### config.mk
export PLATFORM = sky130hd
export DESIGN_NAME = interval_timer
export DESIGN_NICKNAME = d
export VERILOG_FILES = /design/src/include/interval_timer_pkg.sv /design/src/hw/interval_timer.sv /design/src/hw/unit_tick.sv
export SDC_FILE = /design/constraint.sdc
export NUM_CORES = 1
export LEC_CHECK = 0
export ABC_AREA = 1
export ABC_CLOCK_PERIOD_IN_PS = 2700
export BUFFER_PORTS_ARGS = -buffer_cell sky130_fd_sc_hd__clkbuf_2
export CAP_MARGIN = 40
export CORE_ASPECT_RATIO = 0.75
export CORE_UTILIZATION = 50
export CTS_CLUSTER_SIZE = 10
export DETAILED_ROUTE_END_ITERATION = 8
export PLACE_DENSITY = 0.8
export RECOVER_POWER = 50
export SLEW_MARGIN = 30
export SYNTH_ARGS = -nofsm -noshare
export SYNTH_HDL_FRONTEND = slang
export SYNTH_SLANG_ARGS = --single-unit
### constraint.sdc
create_clock -name aclk -period 2.7 [get_ports aclk]
set_input_delay 0.135 -clock aclk [delete_from_list [all_inputs] [get_ports aclk]]
set_output_delay 0.135 -clock aclk [all_outputs]
set_load 0.01 [all_outputs]
### src/include/interval_timer_pkg.sv
package interval_timer_pkg;

	// register byte offsets
	localparam logic [7:0] CFG_OFF      = 8'h00;
	localparam logic [7:0] CMD_OFF      = 8'h04;
	localparam logic [7:0] STATE_OFF    = 8'h08;
	localparam logic [7:0] LOAD_LO_OFF  = 8'h0C;
	localparam logic [7:0] LOAD_HI_OFF  = 8'h10;
	localparam logic [7:0] COUNT_LO_OFF = 8'h14;
	localparam logic [7:0] COUNT_HI_OFF = 8'h18;
	localparam logic [7:0] PERIOD_OFF   = 8'h1C;

	// configuration fields
	localparam int CFG_MODE_LSB = 0;
	localparam int CFG_UNIT_LSB = 2;
	localparam int CFG_DIR_BIT  = 4;

	// command bits
	localparam int CMD_START_BIT = 0;
	localparam int CMD_STOP_BIT  = 1;
	localparam int CMD_RESET_BIT = 2;

	typedef enum logic [1:0] {
		MODE_FREE   = 2'b00,
		MODE_PULSE  = 2'b01,
		MODE_TOGGLE = 2'b10,
		MODE_PWM    = 2'b11
	} mode_t;

	typedef enum logic [1:0] {
		UNIT_SEC = 2'b00,
		UNIT_MS  = 2'b01,
		UNIT_US  = 2'b10
	} unit_t;

	// reset values
	localparam mode_t      MODE_RST   = MODE_FREE;
	localparam unit_t      UNIT_RST   = UNIT_MS;
	localparam logic       DIR_RST    = 1'b0;
	localparam logic [31:0] PERIOD_RST = 32'h0000_0001;

	// timing
	localparam int CLK_PERIOD_PS = 25000;
	localparam int US_PS         = 1000000;
	localparam int CYC_PER_US    = US_PS / CLK_PERIOD_PS;
	localparam int US_PER_MS     = 1000;
	localparam int MS_PER_SEC    = 1000;

	localparam logic [1:0] RESP_OKAY   = 2'b00;
	localparam logic [1:0] RESP_SLVERR = 2'b10;

endpackage

### src/hw/interval_timer.sv
`timescale 1ns/100ps
`default_nettype none

// Summary of operation
// - Mode, unit, reset, start and stop commands are taken in every mode.
// - Four modes exist (free, pulse, toggle, pwm) and free is the mode after power-up.
// - The time base is seconds, milliseconds or microseconds, milliseconds after power-up.
// - A reset command stops timing at once, clears the counting logic and drives the pin low.
// - The state reads 0 when stopped and a value from 1 to 4 while running.
// - A start command begins timing with the mode, unit and settings configured now.
// - A stop command halts timing once any tick in its own cycle has updated the count, and the pin keeps its level.
// - Free mode counts up or down by the direction setting, up after power-up.
// - A down count starts from the loaded value.
// - An up count always starts at zero and ignores the loaded value.
// - The count can be read back as the present free-mode count in the chosen unit.
// - Pulse, toggle and pwm modes drive a pulse, a toggle, or an endless pulse train on the pin.
module interval_timer #(
	parameter int CNT_W = 64
) (
	input  wire logic        aclk,
	input  wire logic        aresetn,
	input  wire logic [7:0]  awaddr,
	input  wire logic        awvalid,
	output logic             awready,
	input  wire logic [31:0] wdata,
	input  wire logic [3:0]  wstrb,
	input  wire logic        wvalid,
	output logic             wready,
	output logic [1:0]       bresp,
	output logic             bvalid,
	input  wire logic        bready,
	input  wire logic [7:0]  araddr,
	input  wire logic        arvalid,
	output logic             arready,
	output logic [31:0]      rdata,
	output logic [1:0]       rresp,
	output logic             rvalid,
	input  wire logic        rready,
	output logic             timer_out
);

	interval_timer_pkg::mode_t mode_q;
	interval_timer_pkg::mode_t run_mode_q;
	interval_timer_pkg::unit_t unit_q;
	interval_timer_pkg::unit_t run_unit_q;
	logic                      dir_down_q;
	logic                      run_down_q;
	logic [63:0]               load_q;
	logic [31:0]               period_q;
	logic [CNT_W-1:0]          count_q;
	logic [31:0]               count_hi_q;
	logic                      running_q;
	logic [7:0]                awaddr_q;
	logic                      aw_got_q;
	logic [31:0]               wdata_q;
	logic [3:0]                wstrb_q;
	logic                      w_got_q;
	logic [1:0]                bresp_q;
	logic                      bvalid_q;
	logic [31:0]               rdata_q;
	logic [1:0]                rresp_q;
	logic                      rvalid_q;
	logic                      do_wr;
	logic                      wr_cmd;
	logic                      cmd_start;
	logic                      cmd_stop;
	logic                      cmd_reset;
	logic                      tick;
	logic [2:0]                state_val;
	logic [CNT_W-1:0]          period_cnt;
	logic                      period_done;
	logic                      wr_known;
	logic                      rd_known;
	logic [31:0]               rd_val;

	function automatic logic [31:0] merge(input logic [31:0] old, input logic [31:0] nw, input logic [3:0] be);
		logic [31:0] r;
		r = old;
		for (int i = 0; i < 4; i++) begin
			if (be[i]) begin
				r[i*8 +: 8] = nw[i*8 +: 8];
			end
		end
		return r;
	endfunction

	// write channel: address and data taken in either order
	assign awready = !aw_got_q && !bvalid_q;
	assign wready  = !w_got_q && !bvalid_q;
	assign do_wr   = aw_got_q && w_got_q;
	assign bvalid  = bvalid_q;
	assign bresp   = bresp_q;

	always_ff @(posedge aclk) begin
		if (!aresetn) begin
			aw_got_q <= 1'b0;
			awaddr_q <= 8'h00;
		end else if (awvalid && awready) begin
			aw_got_q <= 1'b1;
			awaddr_q <= awaddr;
		end else if (do_wr) begin
			aw_got_q <= 1'b0;
		end
	end

	always_ff @(posedge aclk) begin
		if (!aresetn) begin
			w_got_q <= 1'b0;
			wdata_q <= 32'h0000_0000;
			wstrb_q <= 4'h0;
		end else if (wvalid && wready) begin
			w_got_q <= 1'b1;
			wdata_q <= wdata;
			wstrb_q <= wstrb;
		end else if (do_wr) begin
			w_got_q <= 1'b0;
		end
	end

	always_comb begin
		case (awaddr_q)
			interval_timer_pkg::CFG_OFF,
			interval_timer_pkg::CMD_OFF,
			interval_timer_pkg::LOAD_LO_OFF,
			interval_timer_pkg::LOAD_HI_OFF,
			interval_timer_pkg::PERIOD_OFF: wr_known = 1'b1;
			default:                        wr_known = 1'b0;
		endcase
	end

	always_ff @(posedge aclk) begin
		if (!aresetn) begin
			bvalid_q <= 1'b0;
			bresp_q  <= interval_timer_pkg::RESP_OKAY;
		end else if (do_wr) begin
			bvalid_q <= 1'b1;
			bresp_q  <= wr_known ? interval_timer_pkg::RESP_OKAY : interval_timer_pkg::RESP_SLVERR;
		end else if (bready) begin
			bvalid_q <= 1'b0;
		end
	end

	// configuration registers, writable in any mode
	always_ff @(posedge aclk) begin
		if (!aresetn) begin
			mode_q     <= interval_timer_pkg::MODE_RST;
			unit_q     <= interval_timer_pkg::UNIT_RST;
			dir_down_q <= interval_timer_pkg::DIR_RST;
			load_q     <= 64'h0000_0000_0000_0000;
			period_q   <= interval_timer_pkg::PERIOD_RST;
		end else if (do_wr) begin
			case (awaddr_q)
				interval_timer_pkg::CFG_OFF: begin
					if (wstrb_q[0]) begin
						mode_q     <= interval_timer_pkg::mode_t'(wdata_q[interval_timer_pkg::CFG_MODE_LSB +: 2]);
						if (wdata_q[interval_timer_pkg::CFG_UNIT_LSB +: 2] != 2'b11) begin
							unit_q <= interval_timer_pkg::unit_t'(wdata_q[interval_timer_pkg::CFG_UNIT_LSB +: 2]);
						end
						dir_down_q <= wdata_q[interval_timer_pkg::CFG_DIR_BIT];
					end
				end
				interval_timer_pkg::LOAD_LO_OFF: load_q[31:0]  <= merge(load_q[31:0], wdata_q, wstrb_q);
				interval_timer_pkg::LOAD_HI_OFF: load_q[63:32] <= merge(load_q[63:32], wdata_q, wstrb_q);
				interval_timer_pkg::PERIOD_OFF:  period_q      <= merge(period_q, wdata_q, wstrb_q);
				default: begin
				end
			endcase
		end
	end

	// command strobes: reset over stop over start
	assign wr_cmd    = do_wr && (awaddr_q == interval_timer_pkg::CMD_OFF) && wstrb_q[0];
	assign cmd_reset = wr_cmd && wdata_q[interval_timer_pkg::CMD_RESET_BIT];
	assign cmd_stop  = wr_cmd && !cmd_reset && wdata_q[interval_timer_pkg::CMD_STOP_BIT];
	assign cmd_start = wr_cmd && !cmd_reset && !cmd_stop && wdata_q[interval_timer_pkg::CMD_START_BIT];

	unit_tick u_tick (
		.aclk    (aclk),
		.aresetn (aresetn),
		.clear   (cmd_start || cmd_reset),
		.unit    (run_unit_q),
		.tick    (tick)
	);

	assign period_cnt  = (period_q == 32'h0000_0000) ? CNT_W'(1) : CNT_W'(period_q);
	assign period_done = (count_q + CNT_W'(1)) >= period_cnt;

	// run state and latched settings
	always_ff @(posedge aclk) begin
		if (!aresetn) begin
			running_q  <= 1'b0;
			run_mode_q <= interval_timer_pkg::MODE_RST;
			run_unit_q <= interval_timer_pkg::UNIT_RST;
			run_down_q <= interval_timer_pkg::DIR_RST;
		end else if (cmd_reset || cmd_stop) begin
			running_q <= 1'b0;
		end else if (cmd_start) begin
			running_q  <= 1'b1;
			run_mode_q <= mode_q;
			run_unit_q <= unit_q;
			run_down_q <= dir_down_q;
		end else if (running_q && tick && period_done &&
		             (run_mode_q == interval_timer_pkg::MODE_PULSE ||
		              run_mode_q == interval_timer_pkg::MODE_TOGGLE)) begin
			running_q <= 1'b0;
		end
	end

	// count register
	always_ff @(posedge aclk) begin
		if (!aresetn || cmd_reset) begin
			count_q <= '0;
		end else if (cmd_start) begin
			if (mode_q == interval_timer_pkg::MODE_FREE && dir_down_q) begin
				count_q <= CNT_W'(load_q);
			end else begin
				count_q <= '0;
			end
		end else if (running_q && tick) begin
			if (run_mode_q != interval_timer_pkg::MODE_FREE) begin
				count_q <= period_done ? '0 : count_q + CNT_W'(1);
			end else if (!run_down_q) begin
				count_q <= count_q + CNT_W'(1);
			end else if (count_q != '0) begin
				count_q <= count_q - CNT_W'(1);
			end
		end
	end

	// output pin
	always_ff @(posedge aclk) begin
		if (!aresetn || cmd_reset) begin
			timer_out <= 1'b0;
		end else if (cmd_start && mode_q == interval_timer_pkg::MODE_PULSE) begin
			timer_out <= 1'b1;
		end else if (running_q && tick && period_done && !cmd_stop) begin
			case (run_mode_q)
				interval_timer_pkg::MODE_PULSE:  timer_out <= 1'b0;
				interval_timer_pkg::MODE_TOGGLE: timer_out <= !timer_out;
				interval_timer_pkg::MODE_PWM:    timer_out <= !timer_out;
				default:                         timer_out <= timer_out;
			endcase
		end
	end

	// read channel
	assign state_val = running_q ? 3'(run_mode_q) + 3'h1 : 3'h0;
	assign arready   = !rvalid_q;
	assign rvalid    = rvalid_q;
	assign rdata     = rdata_q;
	assign rresp     = rresp_q;

	always_comb begin
		rd_known = 1'b1;
		case (araddr)
			interval_timer_pkg::CFG_OFF:      rd_val = {27'h0, dir_down_q, unit_q, mode_q};
			interval_timer_pkg::CMD_OFF:      rd_val = 32'h0000_0000;
			interval_timer_pkg::STATE_OFF:    rd_val = {29'h0, state_val};
			interval_timer_pkg::LOAD_LO_OFF:  rd_val = load_q[31:0];
			interval_timer_pkg::LOAD_HI_OFF:  rd_val = load_q[63:32];
			interval_timer_pkg::COUNT_LO_OFF: rd_val = count_q[31:0];
			interval_timer_pkg::COUNT_HI_OFF: rd_val = count_hi_q;
			interval_timer_pkg::PERIOD_OFF:   rd_val = period_q;
			default: begin
				rd_val   = 32'h0000_0000;
				rd_known = 1'b0;
			end
		endcase
	end

	always_ff @(posedge aclk) begin
		if (!aresetn) begin
			rvalid_q <= 1'b0;
			rdata_q  <= 32'h0000_0000;
			rresp_q  <= interval_timer_pkg::RESP_OKAY;
		end else if (arvalid && arready) begin
			rvalid_q <= 1'b1;
			rdata_q  <= rd_val;
			rresp_q  <= rd_known ? interval_timer_pkg::RESP_OKAY : interval_timer_pkg::RESP_SLVERR;
		end else if (rready) begin
			rvalid_q <= 1'b0;
		end
	end

	// upper half snapshot taken with the lower half
	always_ff @(posedge aclk) begin
		if (!aresetn) begin
			count_hi_q <= 32'h0000_0000;
		end else if (arvalid && arready && araddr == interval_timer_pkg::COUNT_LO_OFF) begin
			count_hi_q <= count_q[63:32];
		end
	end
endmodule

`default_nettype wire

### src/hw/unit_tick.sv
`timescale 1ns/100ps
`default_nettype none

module unit_tick (
	input  wire logic                     aclk,
	input  wire logic                     aresetn,
	input  wire logic                     clear,
	input  wire interval_timer_pkg::unit_t unit,
	output logic                          tick
);

	localparam logic [5:0] US_LAST  = 6'(interval_timer_pkg::CYC_PER_US - 1);
	localparam logic [9:0] MS_LAST  = 10'(interval_timer_pkg::US_PER_MS - 1);
	localparam logic [9:0] SEC_LAST = 10'(interval_timer_pkg::MS_PER_SEC - 1);

	logic [5:0] cyc_q;
	logic [9:0] us_q;
	logic [9:0] ms_q;
	logic       us_tick;
	logic       ms_tick;
	logic       sec_tick;

	assign us_tick  = (cyc_q == US_LAST);
	assign ms_tick  = us_tick && (us_q == MS_LAST);
	assign sec_tick = ms_tick && (ms_q == SEC_LAST);

	// cascaded dividers: cycles to us, us to ms, ms to s
	always_ff @(posedge aclk) begin
		if (!aresetn || clear) begin
			cyc_q <= 6'h00;
			us_q  <= 10'h000;
			ms_q  <= 10'h000;
		end else begin
			cyc_q <= us_tick ? 6'h00 : cyc_q + 6'h01;
			if (us_tick) begin
				us_q <= ms_tick ? 10'h000 : us_q + 10'h001;
			end
			if (ms_tick) begin
				ms_q <= sec_tick ? 10'h000 : ms_q + 10'h001;
			end
		end
	end

	always_comb begin
		case (unit)
			interval_timer_pkg::UNIT_SEC: tick = sec_tick;
			interval_timer_pkg::UNIT_US:  tick = us_tick;
			default:                      tick = ms_tick;
		endcase
	end

endmodule

`default_nettype wire

After elaboration in Yosys (flattened, before gate mapping)
Cells that the tools add are included.
- add/sub/neg operators: 6
- reductions and logical operators: 72
- equal/unequal tests: 21
- $mul: 0
- magnitude comparators: 1
- div/mod/pow operators: 0
- muxes and demuxes: 29
- shift operators: 0
- bitwise operators: 2
- operators by type and width (operator ; number):
    two-way mux 64 bit ; 7
    case mux 32 bit (7 select lines) ; 1
    adder 64 x 1 -> 64 bit (second input constant) ; 1
    greater-or-equal comparator 64 x 32 -> 1 bit ; 1
    nonzero test 64 bit ; 1
    subtractor 64 x 1 -> 64 bit (second input constant) ; 1
    equality test 8 x 5 -> 1 bit (second input constant) ; 6
    AND reduction 3 bit ; 13
    zero test 32 bit ; 1
    two-way mux 32 bit ; 1
    equality test 8 x 4 -> 1 bit (second input constant) ; 3
    logical AND 1 bit ; 22
    adder 10 x 1 -> 10 bit (second input constant) ; 2
    equality test 10 bit (second input constant) ; 2
    two-way mux 10 bit ; 2
    equality test 8 x 3 -> 1 bit (second input constant) ; 2
    zero test 8 bit ; 2
    nonzero test 2 bit ; 8
    two-way mux 1 bit ; 13
    zero test 1 bit ; 8
    OR reduction 8 bit ; 1
    adder 6 x 1 -> 6 bit (second input constant) ; 1
    equality test 2 bit (second input constant) ; 3
    equality test 6 bit (second input constant) ; 1
    15 further kinds ; 28
- memory bits (read-only): 0
- memories: 0
- register bits: 314
- bits of input ports: 59
- word-level logic and storage cells: 166
- output and inout port bits: 42
- memory bits (writable): 0
- latch bits: 0

Depth between registers and ports, before layout
Gate-level depths: netlist of the first run.
- depth in word-level cells: 13
- gate-level depth with buffers: 26
- depth with buffers taken out: 24

Modules after synthesis
A second synthesis of the first run with hierarchy kept.
- cell total of the unflattened synthesis: 3009
- area, all modules: 19235.9 µm²
- by module, submodules not included (module ; area an instance (µm²) ; instances ; seq. area each (µm²) ; cells an instance):
    interval_timer ; 17795.8 ; 1 ; 5725.5 ; 2791
    unit_tick ; 1440.1 ; 1 ; 520.5 ; 218

Worst setup path after synthesis of the first run
OpenSTA, ideal clock, no wires.
- path type: register to register
- start: reg count_q[1]
- end: reg timer_out
- stages on the path, launching flop included: 25
- clock period less this slack: 2.927 ns
- path buffers: 1
- slack: -0.227 ns
- library setup time: 0.110 ns
- arrival: 2.817 ns
- required time: 2.590 ns
- cells stage by stage: dfxtp_1 > ha_1 > nand2_1 > nor2_2 > nand2_2 > nor2_4 > nand2_1 > xor2_1 > inv_1 > ha_1 > a21oi_1 > o21ai_0 > nand2_1 > nand3_1 > nor2_1 > nand3b_1 > nor2_1 > nand2_1 > nor2_4 > nand3_4 > buf_6 > nand4_1 > nand3_1 > nand2_1 > inv_1
- longest elaborated chain between the ends: 6
- RTL lines (what ; line ; source):
    start, declared ; interval_timer.sv:50 ; logic [CNT_W-1:0] count_q;
    start signal, assigned ; interval_timer.sv:215 ; count_q <= CNT_W'(load_q);
    start signal, assigned ; interval_timer.sv:221 ; count_q <= period_done ? '0 : count_q + CNT_W'(1);
    start signal, assigned ; interval_timer.sv:223 ; count_q <= count_q + CNT_W'(1);
    adder 64 x 1 -> 64 bit ; interval_timer.sv:186 ; assign period_done = (count_q + CNT_W'(1)) >= period_cnt;
    greater-or-equal comparator 64 x 32 -> 1 bit ; interval_timer.sv:186 ;
    logical AND 1 bit (2 in a row) ; interval_timer.sv:236 ; end else if (running_q && tick && period_done && !cmd_stop) begin
    nonzero test 2 bit (no source line) ; -- ;
    AND reduction 2 bit (no source line) ; -- ;
    end signal, assigned ; interval_timer.sv:239 ; interval_timer_pkg::MODE_TOGGLE: timer_out <= !timer_out;
    end signal, assigned ; interval_timer.sv:240 ; interval_timer_pkg::MODE_PWM: timer_out <= !timer_out;
    end signal, assigned ; interval_timer.sv:241 ; default: timer_out <= timer_out;
    end, declared ; interval_timer.sv:39 ; output logic timer_out
No other way between the ends.
A chain may end at the register's enable or synchronous reset.

Worst setup path in the final report of the first run
- start: reg count_q[2]
- end: reg count_q[14]
- longest elaborated chain between the ends: 6
- elaborated cells on any way between the ends: 12
- those cells by class: add/sub (2); order compare (1); eq/ne (1); mux (6); reduce/logical (2)
- RTL lines (what ; line ; source):
    adder 64 x 1 -> 64 bit or subtractor 64 x 1 -> 64 bit (tied branches) ; -- ;
    greater-or-equal comparator 64 x 32 -> 1 bit or two-way mux 64 bit (tied branches) ; interval_timer.sv:186, interval_timer.sv:224 ;
    two-way mux 64 bit, on equally long branches ; interval_timer.sv:221, interval_timer.sv:222 ;
    two-way mux 64 bit ; interval_timer.sv:220 ; if (run_mode_q != interval_timer_pkg::MODE_FREE) begin
    two-way mux 64 bit ; interval_timer.sv:219 ; end else if (running_q && tick) begin
    two-way mux 64 bit ; interval_timer.sv:213 ; end else if (cmd_start) begin
Parallel ways exist; a longest one is shown, timed or not. The select of a mux whose other input is x is not followed.

==> flow_metrics.tcl, run 1 <==
set metrics [dict create \
    drcViolationCount 0 \
    wl_um 88100 \
    r2r_slack_ns -0.65 \
    wl_per_cell_um 22.7 \
    antenna_found_initial 0 \
    final_nets 3477 \
    antenna_left 0 \
    chipHeight_um 171 \
    synth_top_family_by_area "simple AND/OR/NAND/NOR gates" \
    design.core.area_um2 37200 \
    min_to "wdata_q[11]" \
    cts_buffer_depth 3 \
    final-max-slew-violation-count 0 \
    cp.arrival_ns 3.82 \
    timing.rr.end "count_q[14]" \
    tns_ns -22.61 \
    gp_congestion 1.07 \
    vdd_drop_max_v 0.000499 \
    clock-root-buffer "clkbuf_16" \
    seq_area_frac_synth_pct 32.9 \
    port_buffers 98 \
    cts_tree "yes" \
    area_delta_synth_final_pct 31.6 \
    drt_pass1_iterations 6 \
    synth-compound-area-share_pct 23.6 \
    grt_max_degree 65 \
    dieArea_um2 38700 \
    fmax_mhz 299 \
    hp-start "aresetn" \
    via_per_inst 5.99 \
    dp_hpwl_um 65400 \
    cp-end-kind "flip-flop" \
    worstMarginPinSlew_ns 1.38 \
    fin_skew_ns 0.0360 \
    yosysWarningCount 0 \
    multi_input_area_um2 11300 \
    fillers 3346 \
    crit_type "flip-flop to flip-flop" \
    power_density_nw_per_um2 400 \
    max_slew_margin_pct 8.18 \
    die_width_um 227 \
    cap_viol_max_count 0 \
    rr_worst_depth 18 \
    start_util_pct 50.9 \
    synth_cell_types 54 \
    synth_ff_type "dfxtp_1" \
    design_area_um2 24900 \
    std_cell_rows 61 \
    leakage_nw 10.6 \
    dpl_cell_area_um2 22800 \
    grt_pass1_vias 21600 \
    violations "negative setup slack" \
    hold_viol 0 \
    vias 23300 \
    setup_slack_ns -0.646 \
    critPathMaxFanout 12 \
    syn-cell-area_um2 19000 \
    rsz0062_at_grt "yes" \
    area.sequential_um2 6300 \
    clk_pin_slew_ns 0.06 \
    htreeDepth 2 \
    io_pins 101 \
    required_ns 3.17 \
    final.min_clock_period_ns 3.35 \
    clock_sinks 312 \
    ys_ff_latch 312 \
    drtIter0Drc 3197 \
    netlist_instances 2896 \
    antenna_cells 0 \
    drive_gt1_share_pct 22.4 \
    grt-ovfl-total 0 \
    worst_setup_path_start_kind "flip-flop" \
    yosys.area_share.adder_pct 2.77 \
    grt_first_pass_wirelength_um 129000 \
    min_path_type "primary input to flip-flop" \
    synth_simple_gate_area_share_pct 26.7 \
    final_cell_mix "530 x nand2_1, 428 x buf_4, 344 x nor2_1" \
    synth_xor_area_share_pct 3.79 \
    whs_path_depth 3 \
    setup_viol 62 \
    min_period_over_period_pct 124 \
    numCtsBuffers 37 \
    status "complete, but fails checks" \
    timing.rr.start "count_q[2]" \
    grt_usage_pct 44.4 \
    synth-edff-count 0 \
    avgSynthCellArea_um2 6.55 \
    layout_commonest_cell "nand2_1" \
    synth.mux.area_fraction_pct 0 \
    insertion_delay_ns 0.56 \
    async_flop_share_pct 0 \
]
## metal layers
layer | routed length (um) | GRT usage (%) | share of wire, %
met1 | 34300 | 57.3 | 39
met2 | 37300 | 67.5 | 42
met3 | 11100 | 12.2 | 13
met4 | 5380 | 23.2 | 6.1
met5 | 0 | 0 | 0
## cells in the mapped netlist (18+ instances only)
cell	n	area, um2
nand2_1	551	2070
nor2_1	369	1390
inv_1	322	1210
dfxtp_1	312	6250
o21ai_0	293	1470
a21oi_1	267	1340
nand3_1	105	526
clkbuf_1	103	387
xor2_1	76	666
nand4_1	53	332
nor3_1	49	245
ha_1	42	526
o21a_1	39	293
o22ai_1	38	238
buf_2	30	150
a31oi_1	23	144
o21ai_2	21	184
o221ai_1	20	175
nor4_1	18	113
## layout make-up
type                    instances  share of cell area [%]
flip-flops and latches        312                    25.3
inverters                     328                    4.96
clock inverters                 3                   0.266
clock buffers                  41                    3.94
well taps                     504                    2.53
multi-input cells            2100                    45.5
repair buffers                597                    17.6
## how the worst max path moves through the flow
stage                startpoint           to
finish               count_q[2]  count_q[14]
detailed placement  count_q[12]  count_q[24]
global route         count_q[1]  count_q[24]
CTS                  count_q[1]  count_q[24]
global placement    count_q[12]  count_q[24]
floorplan            count_q[2]    timer_out
## cells by family (layout without fill, tap and decap cells)
family,after synthesis,after routing
AND/OR/NAND/NOR,1194,1194
AO/OA/AOI/OAI,780,780
buffers and inverters,485,969
flip-flops,312,312
XOR/XNOR,82,82
adder cells (fa/ha/maj),42,42
other,1,2
## timing repair
item | 4_1_cts | 5_1_grt
gates cloned | 0 | 0
pin swaps | 21 | 31
hold endpoints to repair | 46 | 0
setup endpoints to repair | 41 | 71
hold buffers | 46 | 0
setup buffers | 17 | 11
gates resized for setup | 74 | 84
## through the flow
stage               worst slack [ns]  cells  power (mW)  hold WS [ns]  util (%)
floorplan                     -0.110   2897        5.12         0.294         -
global route                  -0.833   3885        10.2        0.0478      67.0
global placement              -0.689   3767        5.30         0.382      61.1
detailed placement            -0.739   3769        5.32         0.392      61.1
CTS                           -0.509   3875        9.92        0.0171      66.2
finish                        -0.646   3885        9.99        0.0333      67.0
## sequential cells by signal, indices dropped and copies added (netlist names), 2 cells and up
signal,flops
wstrb_q,4
run_unit_q,2
count_q,64
load_q,64
u_tick.ms_q,10
count_hi_q,32
wdata_q,32
mode_q,2
awaddr_q,8
run_mode_q,2
rdata,32
unit_q,2
period_q,32
u_tick.cyc_q,6
u_tick.us_q,10
## worst max-delay path, stage by stage (launching register included)
cell and delay (ns):
dfxtp_2 0.38, nand2_2 0.08, nor2_4 0.21, buf_4 0.16
buf_4 0.09, nand3b_1 0.23, nor2_2 0.22, xor2_1 0.24
ha_1 0.30, a21oi_2 0.15, o21a_1 0.13, o221a_2 0.20
nand2_2 0.08, nand2_2 0.09, nand3_4 0.16, buf_12 0.22
o21bai_2 0.12, nand2_1 0.08, a21oi_2 0.13
## power breakdown
group          switching, mW  internal (mW)  total, mW
logic                  0.383          0.192      0.575
registers             0.0668           4.67       4.74
clock network           2.01           2.66       4.67
Note: power is estimated with default switching activity, not from simulation.
==> inputs of run 2 (changes only) <==
Settings changed: SYNTH_HIERARCHICAL set to 1.
==> run 2 against run 1 <==
Against the previous run: the flow finishes with violations (negative hold slack, max-capacitance violations, max-slew violations, negative setup slack); sequential power about the same; non-clock buffer count down 27; utilization up 1.2 points; count of clock-buffer cells in the layout up 5; clock power up 5.4%; synthesized area up 1.5%; hold slack worse by 0.041 ns; combinational power up 2%; synthesized cell count up 3.9%; critical path depth up 5; cell area up 2.4%.
==> flow_metrics.tcl, run 2 <==
set metrics [dict create \
    hold_ws_ns -0.00806 \
    dp_hpwl_um 69400 \
    slowest_delay_ns 0.37 \
    grt_first_pass_wirelength_um 134000 \
    vias 24100 \
    port_buffers 98 \
    antenna_cells 0 \
    reg.largest.list "count_q (64), load_q (64)" \
    avgSynthCellArea_um2 6.39 \
    hold_viol 1 \
    insertion_delay_ns 0.56 \
    synth_area_leaders "dfxtp_1 32%, nand2_1 12%, nor2_1 9.0%" \
    drcViolationCount 0 \
    area_delta_synth_final_pct 32.8 \
    wl_um 92900 \
    slowest_stage "dfxtp_4" \
    violations "negative hold slack, max-capacitance violations, max-slew violations, negative setup slack" \
    path_cells "buf_6, nand2_4, nor2_4, nand2_2, nor2_4, nand2_4, xor2_1, inv_1, ha_4, a21oi_2, o21ai_0, nor2_1, nand2_1, nor2_1, nand2_1, nor2_2, nand2_2, nor2_8, nand2_8, buf_6, o21ai_4, nand2_2, a21oi_2" \
    gp_congestion 1.11 \
    fmax_mhz 291 \
    leakage_nw 11.3 \
    synth_area_leader_cell "dfxtp_1" \
    clk_pin_slew_ns 0.06 \
    path_buf_inv 3 \
    synth_ff_type "dfxtp_1" \
    htreeDepth 2 \
    utilization_pct 68.2 \
    status "complete, but fails checks" \
    required_ns 3.19 \
    max_slew_margin_pct -12.8 \
    yosysWarningCount 6 \
    p_sw_mw 2.49 \
    numCtsBuffers 39 \
    syn-cell-area_um2 19200 \
    pwr-share-comb_pct 5.7 \
    synth_top_area_share_pct 32.5 \
    drive_gt1_share_pct 22.7 \
    cp.arrival_ns 3.92 \
    p_seq_share_pct 46.3 \
    worst_setup_path_start_kind "flip-flop" \
    chipHeight_um 172 \
    final-max-slew-violation-count 27 \
    crit_type "flip-flop to flip-flop" \
    cp-end-kind "flip-flop" \
    place_ws_ns -0.845 \
    cts_buffer_depth 3 \
    pwr-share-clk_pct 47.9 \
    antenna_found_initial 0 \
    io_pins 101 \
    grt_usage_pct 45.2 \
    setup_slack_ns -0.736 \
    synth.most_common_cell "nand2_1" \
    clock_sinks 312 \
    std_cell_rows 61 \
    grt_max_degree 71 \
    layout_commonest_cell "nand2_1" \
    tns_ns -28.47 \
    async_flop_share_pct 0 \
    cap_viol_max_count 1 \
    synth-edff-count 0 \
    final_cell_mix "578 x nand2_1, 426 x nor2_1, 373 x buf_4" \
    grt_pass1_vias 21800 \
    start_util_pct 51.3 \
    final.min_clock_period_ns 3.44 \
    drtIter0Drc 3715 \
    worstMarginPinSlew_ns 1.69 \
    swShare_pct 24.2 \
    globalRouteMet3Util_pct 12.5 \
    synth_cell_types 55 \
    busiest_layer "met2" \
    seq_area_frac_synth_pct 32.5 \
    clock-root-buffer "clkbuf_16" \
    fin_skew_ns 0.0252 \
    rsz0062_at_grt "yes" \
    grt-ovfl-total 0 \
    min_period_over_period_pct 127 \
    dp.cells 3844 \
    final_nets 3561 \
    p_int_mw 7.78 \
    critPathMaxFanout 6 \
    dieArea_um2 39300 \
    netlist_instances 3009 \
    antenna_left 0 \
    power_density_nw_per_um2 402 \
    die_width_um 228 \
    met2_usage_pct 67.1 \
    vdd_drop_max_v 0.000507 \
    yosys-top-cells-count "612 x nand2_1, 459 x nor2_1, 312 x dfxtp_1" \
    setup_viol 60 \
    via_per_inst 6.07 \
    final_cells 3974 \
    min_path_type "primary input to flip-flop" \
    use_met1_pct 60.8 \
    ys_ff_latch 312 \
    critPathTopFamily "simple AND/OR/NAND/NOR gates" \
    wl_per_cell_um 23.4 \
    drt_pass1_iterations 9 \
    cp_common_cell "nand2_2" \
    cts_tree "yes" \
    design.core.area_um2 37500 \
]
[run 2: cell count changes in the layout (fill, tap and decap cells not counted), moves of 23 or more]
cell | before | now
nor2_1 | 344 | 426
buf_4 | 428 | 373
nand3_1 | 100 | 123
o21a_1 | 39 | 2
inv_1 | 316 | 277
nand2_1 | 530 | 578
[run 2: layout make-up]
type | instances | area, um2
clock buffers | 46 | 1070
clock inverters | 5 | 71.3
fillers | 3200 | 11900
inverters | 305 | 1170
multi-input cells | 2232 | 12000
flip-flops and latches | 312 | 6280
well taps | 504 | 631
repair buffers | 570 | 4300
[run 2: tightest hold or removal path, cell delays in order]
cell and delay (ns):
clkbuf_2 0.09, nand2_1 0.16, a21oi_1 0.09
[run 2: per-stage QoR]
stage | instance area [um2] | total power [mW]
final | 25500 | 10.3
after global routing | 25500 | 10.5
after CTS | 24900 | 10.2
after detailed placement | 22800 | 5.32
after global placement | 22800 | 5.30
after floorplan | 19300 | 5.11
[run 2: path summary, 6_finish.rpt]
kind,from,endpoint,slack [ns],cells after the start
min reg2reg,wstrb_q[2],wstrb_q[2],0.46,2
min,wvalid,wstrb_q[1],-0.008,3
max reg2reg,count_q[1],count_q[14],-0.74,23
max,count_q[1],count_q[14],-0.74,23
[run 2: metal layers]
layer  part of all wire, %  vias to the layer above
li1                      -                    10800
met1                    40                    11100
met2                    41                     1864
met3                    14                      362
met4                   5.6                        0
met5                     0                        -
[run 2: timing repair]
| item | 4_1_cts | 5_1_grt |
|---|---|---|
| setup endpoints to repair | 59 | 81 |
| hold buffers | 58 | 0 |
| resized for setup | 77 | 173 |
| pin swaps | 15 | 40 |
| hold endpoints to repair | 47 | 0 |
| cloned | 0 | 2 |
| setup buffers | 7 | 12 |
[run 2: kinds of logic (layout without fill, tap and decap cells)]
| kind of cell | count (synthesis) | in the layout | share of synthesized area [%] |
|---|---|---|---|
| and+or+nand+nor | 1380 | 1381 | 30.6 |
| AOI/OAI and AO/OA | 734 | 734 | 21.1 |
| xor gates and xnor gates | 73 | 73 | 3.32 |
| buffers and inverters | 467 | 926 | 9.67 |
| adders and majority gates | 42 | 42 | 2.73 |
| DFF | 312 | 312 | 32.5 |
| other | 1 | 2 | 0.0195 |
[run 2: power by group through the flow]
stage          sequential, mW  clock [mW]  combinational, mW
6_report                 4.76        4.92              0.587
5_1_grt                  4.76        5.10              0.631
4_1_cts                  4.75        4.92              0.549
3_5_place_dp             4.85           0              0.473
3_3_place_gp             4.85           0              0.455
2_1_floorplan            4.82           0              0.291
